===== src/irb_pkg.sv =====
package irb_pkg;

	// ----------------------------------------------------------------
	// Clock and bit timing
	// ----------------------------------------------------------------
	localparam int         CLK_HZ        = 20000000;
	localparam int         BAUD          = 9600;
	localparam int         TICKS_PER_BIT = 16;
	// Divider rounds down: the tick runs slightly fast (0.2 %)
	localparam logic [7:0] TICK_DIV      = 8'(CLK_HZ / (BAUD * TICKS_PER_BIT));
	localparam logic [3:0] LAST_TICK     = 4'hf;
	localparam logic [3:0] MID_TICK      = 4'h7;
	localparam logic [3:0] PULSE_FIRST   = 4'h7;
	localparam logic [3:0] PULSE_LAST    = 4'h9;
	localparam logic [3:0] LAST_DATA_BIT = 4'h7;
	localparam logic [3:0] IR_LAST_BIT   = 4'h8;

	// ----------------------------------------------------------------
	// Buffers
	// ----------------------------------------------------------------
	localparam int         HOST_BUF_DEPTH = 29;
	localparam int         HOST_CW        = 5;
	localparam logic [4:0] CTS_ON_LEVEL   = 5'h17;
	localparam int         IR_BUF_DEPTH   = 64;
	localparam int         IR_CW          = 7;

	// ----------------------------------------------------------------
	// Power and link
	// ----------------------------------------------------------------
	localparam int          IDLE_TIME_S     = 10;
	localparam int          IDLE_W          = 28;
	localparam logic [27:0] IDLE_CYCLES_DEF = 28'(IDLE_TIME_S * CLK_HZ);
	localparam logic [15:0] ADV_BAUD_CODE   = 16'h2580;

	// ----------------------------------------------------------------
	// Synchroniser bit positions
	// ----------------------------------------------------------------
	localparam int SYNC_W  = 8;
	localparam int S_HTX   = 0;
	localparam int S_RTS   = 1;
	localparam int S_CD    = 2;
	localparam int S_RI    = 3;
	localparam int S_DTR   = 4;
	localparam int S_IRIN  = 5;
	localparam int S_PDIN  = 6;
	localparam int S_PDREF = 7;

	// ----------------------------------------------------------------
	// States
	// ----------------------------------------------------------------
	typedef enum logic [3:0] {
		SER_IDLE  = 4'h1,
		SER_START = 4'h2,
		SER_DATA  = 4'h4,
		SER_STOP  = 4'h8
	} irb_ser_e;

	typedef enum logic [1:0] {
		PWR_ACTIVE = 2'h1,
		PWR_LOW    = 2'h2
	} irb_pwr_e;

	function automatic logic bitEnd(input logic tick, input logic [3:0] tk);
		return tick && (tk == LAST_TICK);
	endfunction

	function automatic logic irPulse(input logic bitVal, input logic [3:0] tk);
		return !bitVal && (tk >= PULSE_FIRST) && (tk <= PULSE_LAST);
	endfunction

endpackage


===== src/irb_fifo_if.sv =====
`timescale 1ns/1ps
interface irb_fifo_if #(
	parameter int WIDTH = 8,
	parameter int CW    = 5
);
	logic [WIDTH-1:0] inData;
	logic             inValid;
	logic             inReady;
	logic [WIDTH-1:0] outData;
	logic             outValid;
	logic             outReady;
	logic [CW-1:0]    count;

	modport store (
		input  inData,
		input  inValid,
		input  outReady,
		output inReady,
		output outData,
		output outValid,
		output count
	);

	modport user (
		output inData,
		output inValid,
		output outReady,
		input  inReady,
		input  outData,
		input  outValid,
		input  count
	);
endinterface


===== src/irb_fifo.sv =====
`timescale 1ns/1ps
module irb_fifo #(
	parameter int WIDTH = 8,
	parameter int DEPTH = 16
) (
	input wire logic   ref_clk,
	input wire logic   rst,
	irb_fifo_if.store  f
);
	localparam int AW = (DEPTH > 1) ? $clog2(DEPTH) : 1;
	localparam int CW = $clog2(DEPTH + 1);

	typedef struct packed {
		logic [DEPTH-1:0][WIDTH-1:0] mem;
		logic [AW-1:0]               wp;
		logic [AW-1:0]               rp;
		logic [CW-1:0]               cnt;
	} irb_fifo_s;

	irb_fifo_s st;
	irb_fifo_s nxt;
	logic      push;
	logic      pop;

	assign f.inReady  = (st.cnt != CW'(DEPTH));
	assign f.outValid = (st.cnt != '0);
	assign f.outData  = st.mem[st.rp];
	assign f.count    = st.cnt;
	assign push       = f.inValid && f.inReady;
	assign pop        = f.outValid && f.outReady;

	// Depth need not be a power of two, so pointers wrap explicitly
	always_comb begin
		nxt = st;
		if (push) begin
			nxt.mem[st.wp] = f.inData;
			nxt.wp = (st.wp == AW'(DEPTH - 1)) ? '0 : st.wp + AW'(1);
		end
		if (pop) begin
			nxt.rp = (st.rp == AW'(DEPTH - 1)) ? '0 : st.rp + AW'(1);
		end
		if (push && !pop) begin
			nxt.cnt = st.cnt + CW'(1);
		end else if (pop && !push) begin
			nxt.cnt = st.cnt - CW'(1);
		end
	end

	always_ff @(posedge ref_clk or posedge rst) begin
		if (rst) begin
			st <= '0;
		end else begin
			st <= nxt;
		end
	end
endmodule


===== src/irb_codec.sv =====
// Function
// Sixteen derived ticks per serial bit
// Receive stop bit not tick timed
// Host serial port strictly half duplex
// Forward data, CD, RI, DTR; local handshakes
// Host port fixed at 9600 baud
// Host uses the same baud rate
// DSR shows infrared link established
// Deliver only while RTS low
// Buffers of 64 and 29 bytes
// CTS high means host must stop
// Six more bytes accepted after CTS
// Zero bit: pulse ticks seven to nine
// Zero bit decoded from early low
// Host output holds each bit fully
// IR port 9600, advertised when disconnected
// Ten idle seconds disconnected: low power
// Low power drives protocol-active low
// Photo-detect crossing wakes the device
// Reset exits low power too
// RTS high not ready, low ready
// Carrier detect passed with polarity
// CTS rises at 23 buffered bytes
// Held in reset, then runs
// Frame: start, eight LSB first, stop
// CTS falls once buffer empty
`timescale 1ns/1ps
module irb_codec #(
	parameter logic [27:0] IDLE_CYCLES = irb_pkg::IDLE_CYCLES_DEF
) (
	input  wire logic        ref_clk,
	input  wire logic        rst,
	input  wire logic        hostTxIn,
	output logic             hostRxOut,
	input  wire logic        hostReadyN,
	output logic             hostClearN,
	output logic             dataSetReady,
	input  wire logic        cdIn,
	input  wire logic        riIn,
	input  wire logic        dtrIn,
	output logic             cdToPrimary,
	output logic             riToPrimary,
	output logic             dtrToPrimary,
	input  wire logic        linkUp,
	output logic             hostStalled,
	output logic [7:0]       hostByteData,
	output logic             hostByteValid,
	input  wire logic        hostByteReady,
	input  wire logic [7:0]  stackToHostData,
	input  wire logic        stackToHostValid,
	output logic             stackToHostReady,
	input  wire logic [7:0]  irTxData,
	input  wire logic        irTxValid,
	output logic             irTxReady,
	output logic [7:0]       irRxData,
	output logic             irRxValid,
	output logic             irPulseOut,
	input  wire logic        irPulseIn,
	input  wire logic        photoDetectIn,
	input  wire logic        photoDetectRef,
	output logic             protocolActiveOut,
	output logic             protocolActiveOeN,
	output logic             oscEnable,
	output logic             advBaudValid,
	output logic [15:0]      advBaudCode
);

	// ----------------------------------------------------------------
	// State
	// ----------------------------------------------------------------
	typedef struct packed {
		logic [irb_pkg::SYNC_W-1:0] sync1;
		logic [irb_pkg::SYNC_W-1:0] sync2;
		logic                       irPrev;
		logic                       htxPrev;
		logic                       pdAbovePrev;
		logic [7:0]                 tickDiv;
		logic                       tick;
		irb_pkg::irb_ser_e          hrSt;
		logic [3:0]                 hrTk;
		logic [3:0]                 hrBit;
		logic [7:0]                 hrShift;
		logic                       hrPush;
		irb_pkg::irb_ser_e          htSt;
		logic [3:0]                 htTk;
		logic [3:0]                 htBit;
		logic [7:0]                 htShift;
		logic                       htLine;
		irb_pkg::irb_ser_e          irSt;
		logic [3:0]                 irTk;
		logic [3:0]                 irBit;
		logic [7:0]                 irShift;
		logic                       irLow;
		logic [7:0]                 irData;
		logic                       irValid;
		irb_pkg::irb_ser_e          itSt;
		logic [3:0]                 itTk;
		logic [3:0]                 itBit;
		logic [7:0]                 itShift;
		logic                       itLine;
		logic                       cts;
		logic                       dsr;
		logic                       stall;
		irb_pkg::irb_pwr_e          pwr;
		logic [irb_pkg::IDLE_W-1:0] idleCnt;
	} irb_top_s;

	irb_top_s st;
	irb_top_s nxt;

	logic hostLine;
	logic hostFall;
	logic irFall;
	logic irLowNow;
	logic rtsReady;
	logic pdAbove;
	logic active;
	logic hostTxStart;
	logic irTxStart;
	logic irBitVal;
	logic itBitVal;

	irb_fifo_if #(.WIDTH(8), .CW(irb_pkg::HOST_CW)) hostBuf ();
	irb_fifo_if #(.WIDTH(8), .CW(irb_pkg::IR_CW))   irBuf ();

	// ----------------------------------------------------------------
	// Buffers
	// ----------------------------------------------------------------
	// Host byte buffer
	irb_fifo #(.WIDTH(8), .DEPTH(irb_pkg::HOST_BUF_DEPTH)) uHostBuf (
		.ref_clk (ref_clk),
		.rst     (rst),
		.f       (hostBuf)
	);

	// Infrared data buffer
	irb_fifo #(.WIDTH(8), .DEPTH(irb_pkg::IR_BUF_DEPTH)) uIrBuf (
		.ref_clk (ref_clk),
		.rst     (rst),
		.f       (irBuf)
	);

	// Bytes past the 29th are dropped: host ignored CTS too long
	assign hostBuf.inData   = st.hrShift;
	assign hostBuf.inValid  = st.hrPush;
	assign hostBuf.outReady = hostByteReady;
	assign hostByteData     = hostBuf.outData;
	assign hostByteValid    = hostBuf.outValid;

	assign irBuf.inData     = stackToHostData;
	assign irBuf.inValid    = stackToHostValid;
	assign stackToHostReady = irBuf.inReady;
	assign irBuf.outReady   = hostTxStart;

	// ----------------------------------------------------------------
	// Decoded inputs
	// ----------------------------------------------------------------
	assign hostLine = st.sync2[irb_pkg::S_HTX];
	assign hostFall = st.htxPrev && !hostLine;
	assign irLowNow = !st.sync2[irb_pkg::S_IRIN];
	assign irFall   = st.irPrev && irLowNow;
	// RTS low is ready
	assign rtsReady = !st.sync2[irb_pkg::S_RTS];
	assign pdAbove  = st.sync2[irb_pkg::S_PDIN] && !st.sync2[irb_pkg::S_PDREF];
	assign active   = (st.pwr == irb_pkg::PWR_ACTIVE);

	// Half duplex start
	// Needs RTS low
	assign hostTxStart = (st.htSt == irb_pkg::SER_IDLE)
		&& (st.hrSt == irb_pkg::SER_IDLE) && !hostFall
		&& irBuf.outValid && rtsReady;
	assign irTxReady   = (st.itSt == irb_pkg::SER_IDLE) && active;
	assign irTxStart   = irTxValid && irTxReady;

	// ----------------------------------------------------------------
	// Next state
	// ----------------------------------------------------------------
	always_comb begin
		nxt = st;
		irBitVal = 1'b1;
		itBitVal = 1'b1;
		nxt.sync1 = {photoDetectRef, photoDetectIn, irPulseIn, dtrIn,
			riIn, cdIn, hostReadyN, hostTxIn};
		nxt.sync2 = st.sync1;
		nxt.irPrev = st.sync2[irb_pkg::S_IRIN];
		nxt.htxPrev = hostLine;
		nxt.pdAbovePrev = pdAbove;
		// Locally made handshakes
		nxt.dsr = linkUp;
		nxt.stall = irBuf.outValid && !rtsReady;

		// Tick divider
		// Fixed rate
		nxt.tick = 1'b0;
		if (st.tickDiv == irb_pkg::TICK_DIV - 8'h01) begin
			nxt.tickDiv = '0;
			nxt.tick = 1'b1;
		end else begin
			nxt.tickDiv = st.tickDiv + 8'h01;
		end

		// Host receive framing
		nxt.hrPush = 1'b0;
		case (st.hrSt)
			irb_pkg::SER_IDLE: begin
				if (hostFall && (st.htSt == irb_pkg::SER_IDLE)) begin
					nxt.hrSt = irb_pkg::SER_START;
					nxt.hrTk = '0;
				end
			end
			irb_pkg::SER_START: begin
				if (st.tick) begin
					nxt.hrTk = st.hrTk + 4'h1;
					if (st.hrTk == irb_pkg::MID_TICK) begin
						nxt.hrTk = '0;
						nxt.hrBit = '0;
						nxt.hrSt = hostLine ? irb_pkg::SER_IDLE
							: irb_pkg::SER_DATA;
					end
				end
			end
			irb_pkg::SER_DATA: begin
				if (st.tick) begin
					nxt.hrTk = st.hrTk + 4'h1;
				end
				if (irb_pkg::bitEnd(st.tick, st.hrTk)) begin
					nxt.hrShift = {hostLine, st.hrShift[7:1]};
					nxt.hrBit = st.hrBit + 4'h1;
					if (st.hrBit == irb_pkg::LAST_DATA_BIT) begin
						nxt.hrPush = 1'b1;
						nxt.hrSt = irb_pkg::SER_STOP;
					end
				end
			end
			// Stop awaited untimed
			irb_pkg::SER_STOP: begin
				if (hostLine) begin
					nxt.hrSt = irb_pkg::SER_IDLE;
				end
			end
			default: begin
				nxt.hrSt = irb_pkg::SER_IDLE;
			end
		endcase

		// CTS hysteresis
		// Raise at 23
		// Room for six more
		// Drop when emptied
		if (hostBuf.count >= irb_pkg::CTS_ON_LEVEL) begin
			nxt.cts = 1'b1;
		end else if (hostBuf.count == '0) begin
			nxt.cts = 1'b0;
		end

		// Host transmit, full bits
		case (st.htSt)
			irb_pkg::SER_IDLE: begin
				nxt.htLine = 1'b1;
				if (hostTxStart) begin
					nxt.htSt = irb_pkg::SER_START;
					nxt.htTk = '0;
					nxt.htShift = irBuf.outData;
					nxt.htLine = 1'b0;
				end
			end
			irb_pkg::SER_START: begin
				if (st.tick) begin
					nxt.htTk = st.htTk + 4'h1;
				end
				if (irb_pkg::bitEnd(st.tick, st.htTk)) begin
					nxt.htSt = irb_pkg::SER_DATA;
					nxt.htBit = '0;
					nxt.htLine = st.htShift[0];
				end
			end
			irb_pkg::SER_DATA: begin
				if (st.tick) begin
					nxt.htTk = st.htTk + 4'h1;
				end
				if (irb_pkg::bitEnd(st.tick, st.htTk)) begin
					nxt.htShift = {1'b1, st.htShift[7:1]};
					nxt.htBit = st.htBit + 4'h1;
					nxt.htLine = st.htShift[1];
					if (st.htBit == irb_pkg::LAST_DATA_BIT) begin
						nxt.htSt = irb_pkg::SER_STOP;
						nxt.htLine = 1'b1;
					end
				end
			end
			irb_pkg::SER_STOP: begin
				if (st.tick) begin
					nxt.htTk = st.htTk + 4'h1;
				end
				if (irb_pkg::bitEnd(st.tick, st.htTk)) begin
					nxt.htSt = irb_pkg::SER_IDLE;
				end
			end
			default: begin
				nxt.htSt = irb_pkg::SER_IDLE;
				nxt.htLine = 1'b1;
			end
		endcase

		// Infrared decode
		// Only the first half window counts: jitter may not leak
		case (st.irSt)
			irb_pkg::SER_IDLE: begin
				nxt.irValid = 1'b0;
				if (active && irFall) begin
					nxt.irSt = irb_pkg::SER_DATA;
					nxt.irTk = '0;
					nxt.irBit = '0;
					nxt.irLow = 1'b1;
				end
			end
			irb_pkg::SER_DATA: begin
				if (!st.irTk[3]) begin
					nxt.irLow = st.irLow || irLowNow;
				end
				if (st.tick) begin
					nxt.irTk = st.irTk + 4'h1;
				end
				if (irb_pkg::bitEnd(st.tick, st.irTk)) begin
					irBitVal = !st.irLow;
					nxt.irLow = irLowNow;
					nxt.irBit = st.irBit + 4'h1;
					if (st.irBit == '0) begin
						if (irBitVal) begin
							nxt.irSt = irb_pkg::SER_IDLE;
						end
					end else begin
						nxt.irShift = {irBitVal, st.irShift[7:1]};
						// No timed stop
						if (st.irBit == irb_pkg::IR_LAST_BIT) begin
							nxt.irData = {irBitVal, st.irShift[7:1]};
							nxt.irValid = 1'b1;
							nxt.irSt = irb_pkg::SER_IDLE;
						end
					end
				end
			end
			default: begin
				nxt.irSt = irb_pkg::SER_IDLE;
			end
		endcase
		if (!active) begin
			nxt.irSt = irb_pkg::SER_IDLE;
		end

		// Infrared transmit framing
		case (st.itSt)
			irb_pkg::SER_IDLE: begin
				if (irTxStart) begin
					nxt.itSt = irb_pkg::SER_START;
					nxt.itTk = '0;
					nxt.itShift = irTxData;
				end
			end
			irb_pkg::SER_START: begin
				if (st.tick) begin
					nxt.itTk = st.itTk + 4'h1;
				end
				if (irb_pkg::bitEnd(st.tick, st.itTk)) begin
					nxt.itSt = irb_pkg::SER_DATA;
					nxt.itBit = '0;
				end
			end
			irb_pkg::SER_DATA: begin
				if (st.tick) begin
					nxt.itTk = st.itTk + 4'h1;
				end
				if (irb_pkg::bitEnd(st.tick, st.itTk)) begin
					nxt.itShift = {1'b1, st.itShift[7:1]};
					nxt.itBit = st.itBit + 4'h1;
					if (st.itBit == irb_pkg::LAST_DATA_BIT) begin
						nxt.itSt = irb_pkg::SER_STOP;
					end
				end
			end
			irb_pkg::SER_STOP: begin
				if (st.tick) begin
					nxt.itTk = st.itTk + 4'h1;
				end
				if (irb_pkg::bitEnd(st.tick, st.itTk)) begin
					nxt.itSt = irb_pkg::SER_IDLE;
				end
			end
			default: begin
				nxt.itSt = irb_pkg::SER_IDLE;
			end
		endcase
		if (!active) begin
			nxt.itSt = irb_pkg::SER_IDLE;
		end
		case (nxt.itSt)
			irb_pkg::SER_START: itBitVal = 1'b0;
			irb_pkg::SER_DATA:  itBitVal = nxt.itShift[0];
			default:            itBitVal = 1'b1;
		endcase
		// Zero bit pulse
		nxt.itLine = (nxt.itSt != irb_pkg::SER_IDLE)
			&& irb_pkg::irPulse(itBitVal, nxt.itTk);

		// Idle timeout
		// Crossing wakes
		case (st.pwr)
			irb_pkg::PWR_ACTIVE: begin
				if (irFall || linkUp) begin
					nxt.idleCnt = '0;
				end else if (st.idleCnt == IDLE_CYCLES - 28'h000_0001) begin
					nxt.idleCnt = '0;
					nxt.pwr = irb_pkg::PWR_LOW;
				end else begin
					nxt.idleCnt = st.idleCnt + 28'h000_0001;
				end
			end
			irb_pkg::PWR_LOW: begin
				nxt.idleCnt = '0;
				if (pdAbove && !st.pdAbovePrev) begin
					nxt.pwr = irb_pkg::PWR_ACTIVE;
				end
			end
			default: begin
				nxt.pwr = irb_pkg::PWR_ACTIVE;
			end
		endcase
	end

	// ----------------------------------------------------------------
	// Registers
	// ----------------------------------------------------------------
	// Reset hold
	// Reset wakes
	always_ff @(posedge ref_clk or posedge rst) begin
		if (rst) begin
			st <= '0;
			st.hrSt <= irb_pkg::SER_IDLE;
			st.htSt <= irb_pkg::SER_IDLE;
			st.irSt <= irb_pkg::SER_IDLE;
			st.itSt <= irb_pkg::SER_IDLE;
			st.htLine <= 1'b1;
			st.pwr <= irb_pkg::PWR_ACTIVE;
		end else begin
			st <= nxt;
		end
	end

	// ----------------------------------------------------------------
	// Outputs
	// ----------------------------------------------------------------
	assign hostRxOut    = st.htLine;
	assign hostClearN   = st.cts;
	// Link status
	assign dataSetReady = st.dsr;
	// CD polarity kept
	assign cdToPrimary  = st.sync2[irb_pkg::S_CD];
	assign riToPrimary  = st.sync2[irb_pkg::S_RI];
	assign dtrToPrimary = st.sync2[irb_pkg::S_DTR];
	assign hostStalled  = st.stall;
	assign irRxData     = st.irData;
	assign irRxValid    = st.irValid;
	assign irPulseOut   = st.itLine;
	// Open collector, low in sleep
	assign protocolActiveOut = 1'b0;
	assign protocolActiveOeN = active;
	assign oscEnable    = active;
	// Advertise rate when disconnected
	assign advBaudValid = !st.dsr;
	assign advBaudCode  = irb_pkg::ADV_BAUD_CODE;
endmodule


===== config.mk =====
export PLATFORM = sky130hd
export DESIGN_NAME = irb_codec
export DESIGN_NICKNAME = d
export VERILOG_FILES = /design/src/irb_pkg.sv /design/src/irb_fifo_if.sv /design/src/irb_fifo.sv /design/src/irb_codec.sv
export SDC_FILE = /design/constraint.sdc
export NUM_CORES = 2
export LEC_CHECK = 0
export BUFFER_PORTS_ARGS = -buffer_cell sky130_fd_sc_hd__buf_4
export CAP_MARGIN = 10
export CORE_MARGIN = 2
export CORE_UTILIZATION = 65
export CTS_CLUSTER_SIZE = 12
export DETAILED_ROUTE_END_ITERATION = 7
export MAX_ROUTING_LAYER = met4
export PLACE_DENSITY_LB_ADDON = 0.08
export SLEW_MARGIN = 20
export SYNTH_ARGS = -nofsm -noshare
export SYNTH_HDL_FRONTEND = slang
export SYNTH_SLANG_ARGS = --single-unit

===== constraint.sdc =====
create_clock -name ref_clk -period 57.3 [get_ports ref_clk]
set_input_delay 11.46 -clock ref_clk [delete_from_list [all_inputs] [get_ports ref_clk]]
set_output_delay 11.46 -clock ref_clk [all_outputs]
set_load 0.05 [all_outputs]

==> results.md <==
- Iteration-0 DRC Markers: 1898
- Max-Slew Margin vs Limit: 0.292
- Internal power: 1.39 mW
- Top FF cell, synth: dfrtp_1
- Synth area leader: dfrtp_1
- ANT nets after route: 0
- Post-synth EDFFs: 0
- Worst Setup Slack, final: 42040 ps
- Crit-path max FO: 35
- CTS tree: yes
- Dpl ws: 41960 ps
- Die height: 261 um
- Met3 wire len: 4420 um
- Setup CP Type: flop to primary output
- Yosys top cell area share: 0.537
- Unique masters post-synth: 88
- Sequential power share: 0.445
- Yosys reg bits: 929
- Max Freq: 0.0655 GHz
- Worst Max-Slew Pin Slew: 1060 ps
- YS warnings: 0
- Clock root cell: clkbuf_16
- Vias in the first global route: 26900
- Fill cells: 4259
- CTS max path bufs: 3
- Initial antenna violation count: 1
- Max_cap viols: 0
- Core Area: 0.0656 mm2
- WP data required: 45840 ps
- Nets: 3085
- Clk pwr share: 0.319
- Final cell utilization of the core: 0.717
- Total GRT Usage: 0.299
- WL/cell: 24.2 um
- Hold path depth: 0
- Setup Viol. Count Final: 0
- Area Overhead vs Synth: 9.49%
- Final Instance Area: 0.0471 mm2
- Routed WL: 95800 um
- Num CTS Buffers: 97
- Comb power frac: 0.236
- Via count: 25600
- Worst R2R Path Depth: 8
- RD Place Congestion: 0.886
- Fin. Hold Viols: 0
- First-pass iteration count of the detailed router: 5
- Layout cells sized above 1: 0.410
- GR Overflow Total: 0
- Fin crit share: 0.266
- Overall power: 1.95 mW
- Initial Util: 0.655
- Site Rows: 94
- Metal2 WL: 48600 um
- Post-Route M1 WL: 40300 um
- Most common cell after layout, fill and taps aside: dfrtp_1
- Final critical-path required period: 15260 ps
- Reg-to-Reg Start: uIrBuf.st[7]$_DFFE_PP0P_
- Vias per Instance: 6.46
- Finished Layout Cells: 3960
- CTS sink count: 929
- Antenna fix cells: 0
- Switching portion of total power: 0.289
- CP arrival: 3800 ps
- Pleak: 22.3 nW
- Worst hold endpoint: riToPrimary$_DFF_PP0_
- Net Switching: 0.564 mW
- Largest net degree at the start of global routing: 186
- Die width: 261 um
- Maximum VDD drop: 0.0000286 V
- H-tree depth: 3
- Most frequent cells in the layout: dfrtp_1 (917), mux2_2 (768), mux4_2 (195)
- Pins Over Slew Limit: 0
- Io pins: 78
- Port bufs: 60
- Placed insts: 3786
- Async SR Flop Fraction: 1.00
- Power Dens Cells: 41.4 mW/mm2
- Final setup TNS: 0 ps
- CTS Hold Bufs: 0
- Crit path launch type: flop
- Register area: 0.0233 mm2
- Worst hold margin: 346 ps
- DRC viols: 0
- Clock Skews: 19.1 ps
- Syn Area/Cell: 14.2 um2
- Hold Crit Class: flop to flop
- Top routing layer in use: met4
- Post-DP HPWL: 59700 um
- Post-CTS setup buffers: 0
- FF-to-FF End: st[91]$_DFFE_PP0P_
- Clock latency on the worst-skew pair: 650 ps
- Worst-path clk slew: 60 ps
- Status: finished clean
- Post-DP Area: 0.0439 mm2
- Worst setup EP type: primary output
- FF-to-FF setup slack: 53100 ps
- Sequential share of the synthesized area: 0.541
- Synth Cell Area: 0.0430 mm2
- Area occupied by multi-input gates: 0.0187 mm2
- Hold_sp: nxt[141]$_DFF_PP0_
- Die Footprint: 0.0682 mm2
- Global-route wire length before repair: 153000 um
- RSZ-0062 raised after global routing: false
- Synthesized instance count: 3033
- Post-CTS sizing: 0
- Ranking of synthesized cells by area: dfrtp_1 (54%), mux2_2 (20%), mux4_2 (10%)
## worst max path at each step
stage | from | slack [ps] | end
after floorplan | rst | 19730 | cdToPrimary$_DFF_PP0_
after global placement | rst | 42160 | uIrBuf.st[8]$_DFFE_PP0P_
after detailed placement | rst | 41960 | uIrBuf.st[8]$_DFFE_PP0P_
after CTS | uHostBuf.st[5]$_DFFE_PP0P_ | 41950 | hostByteData[6]
after global routing | uHostBuf.st[5]$_DFFE_PP0P_ | 41820 | hostByteData[6]
final | uHostBuf.st[5]$_DFFE_PP0P_ | 42040 | hostByteData[6]
## Yosys cell counts (all sizes together), types with 25 or more instances
cell,count
a21oi,37
buf,77
clkbuf,139
dfrtp,923
ha,32
inv,37
mux2,768
mux2i,49
mux4,195
nand2,218
nand3,42
nor2,100
o21ai,58
xnor2,30
xor2,25
## sequential cells by signal, indices dropped and copies added (netlist names)
signal,count
irRxValid,1
hostBuf.inData,8
hostLine,1
hostClearN,1
hostBuf.inValid,1
hostStalled,1
dtrToPrimary,1
irPulseOut,1
uIrBuf.st,524
uHostBuf.st,242
riToPrimary,1
hostRxOut,1
nxt,9
uHostBuf.f.count,5
cdToPrimary,1
uIrBuf.f.count,7
irRxData,8
dataSetReady,1
st,115
## kinds of logic after synthesis
logic type	Yosys count	synth area share
compound gates	223	0.0349
xor+xnor	55	0.0112
fa+ha+maj	34	0.0102
buf+inv	254	0.0265
flops	929	0.541
mux	1012	0.315
other cells	2	0.000175
simple gates	524	0.0616
## cell type report
type / count / area share
flip-flops and latches: 929 / 0.494
multi-input cells: 1865 / 0.397
clock buffers: 156 / 0.0641
well taps: 864 / 0.0230
repair buffers: 90 / 0.0151
clock inverters: 18 / 0.00359
inverters: 38 / 0.00324
## power by group through the flow
stage / registers, mW / clock network [mW] / logic (mW)
2_1_floorplan: 0.840 / 0 / 0.375
3_3_place_gp: 0.864 / 0 / 0.444
3_5_place_dp: 0.876 / 0 / 0.460
4_1_cts: 0.865 / 0.634 / 0.462
5_1_grt: 0.882 / 0.662 / 0.493
6_report: 0.868 / 0.623 / 0.459
## layer usage
layer | up-vias | GRT usage
met4 | 0 | 0.0900
met1 | 13700 | 0.399
met3 | 156 | 0.0377
met5 | - | -
met2 | 665 | 0.488
li1 | 11100 | -
## worst max-delay path, stage by stage (launching register included)
cell and delay (ps):
dfrtp_4 770, buf_4 650, mux4_2 600, mux2i_1 230, nor2_1 80, a221oi_1 320, a21oi_1 210, buf_4 270
No activity file was read; power rests on OpenSTA's default activity.
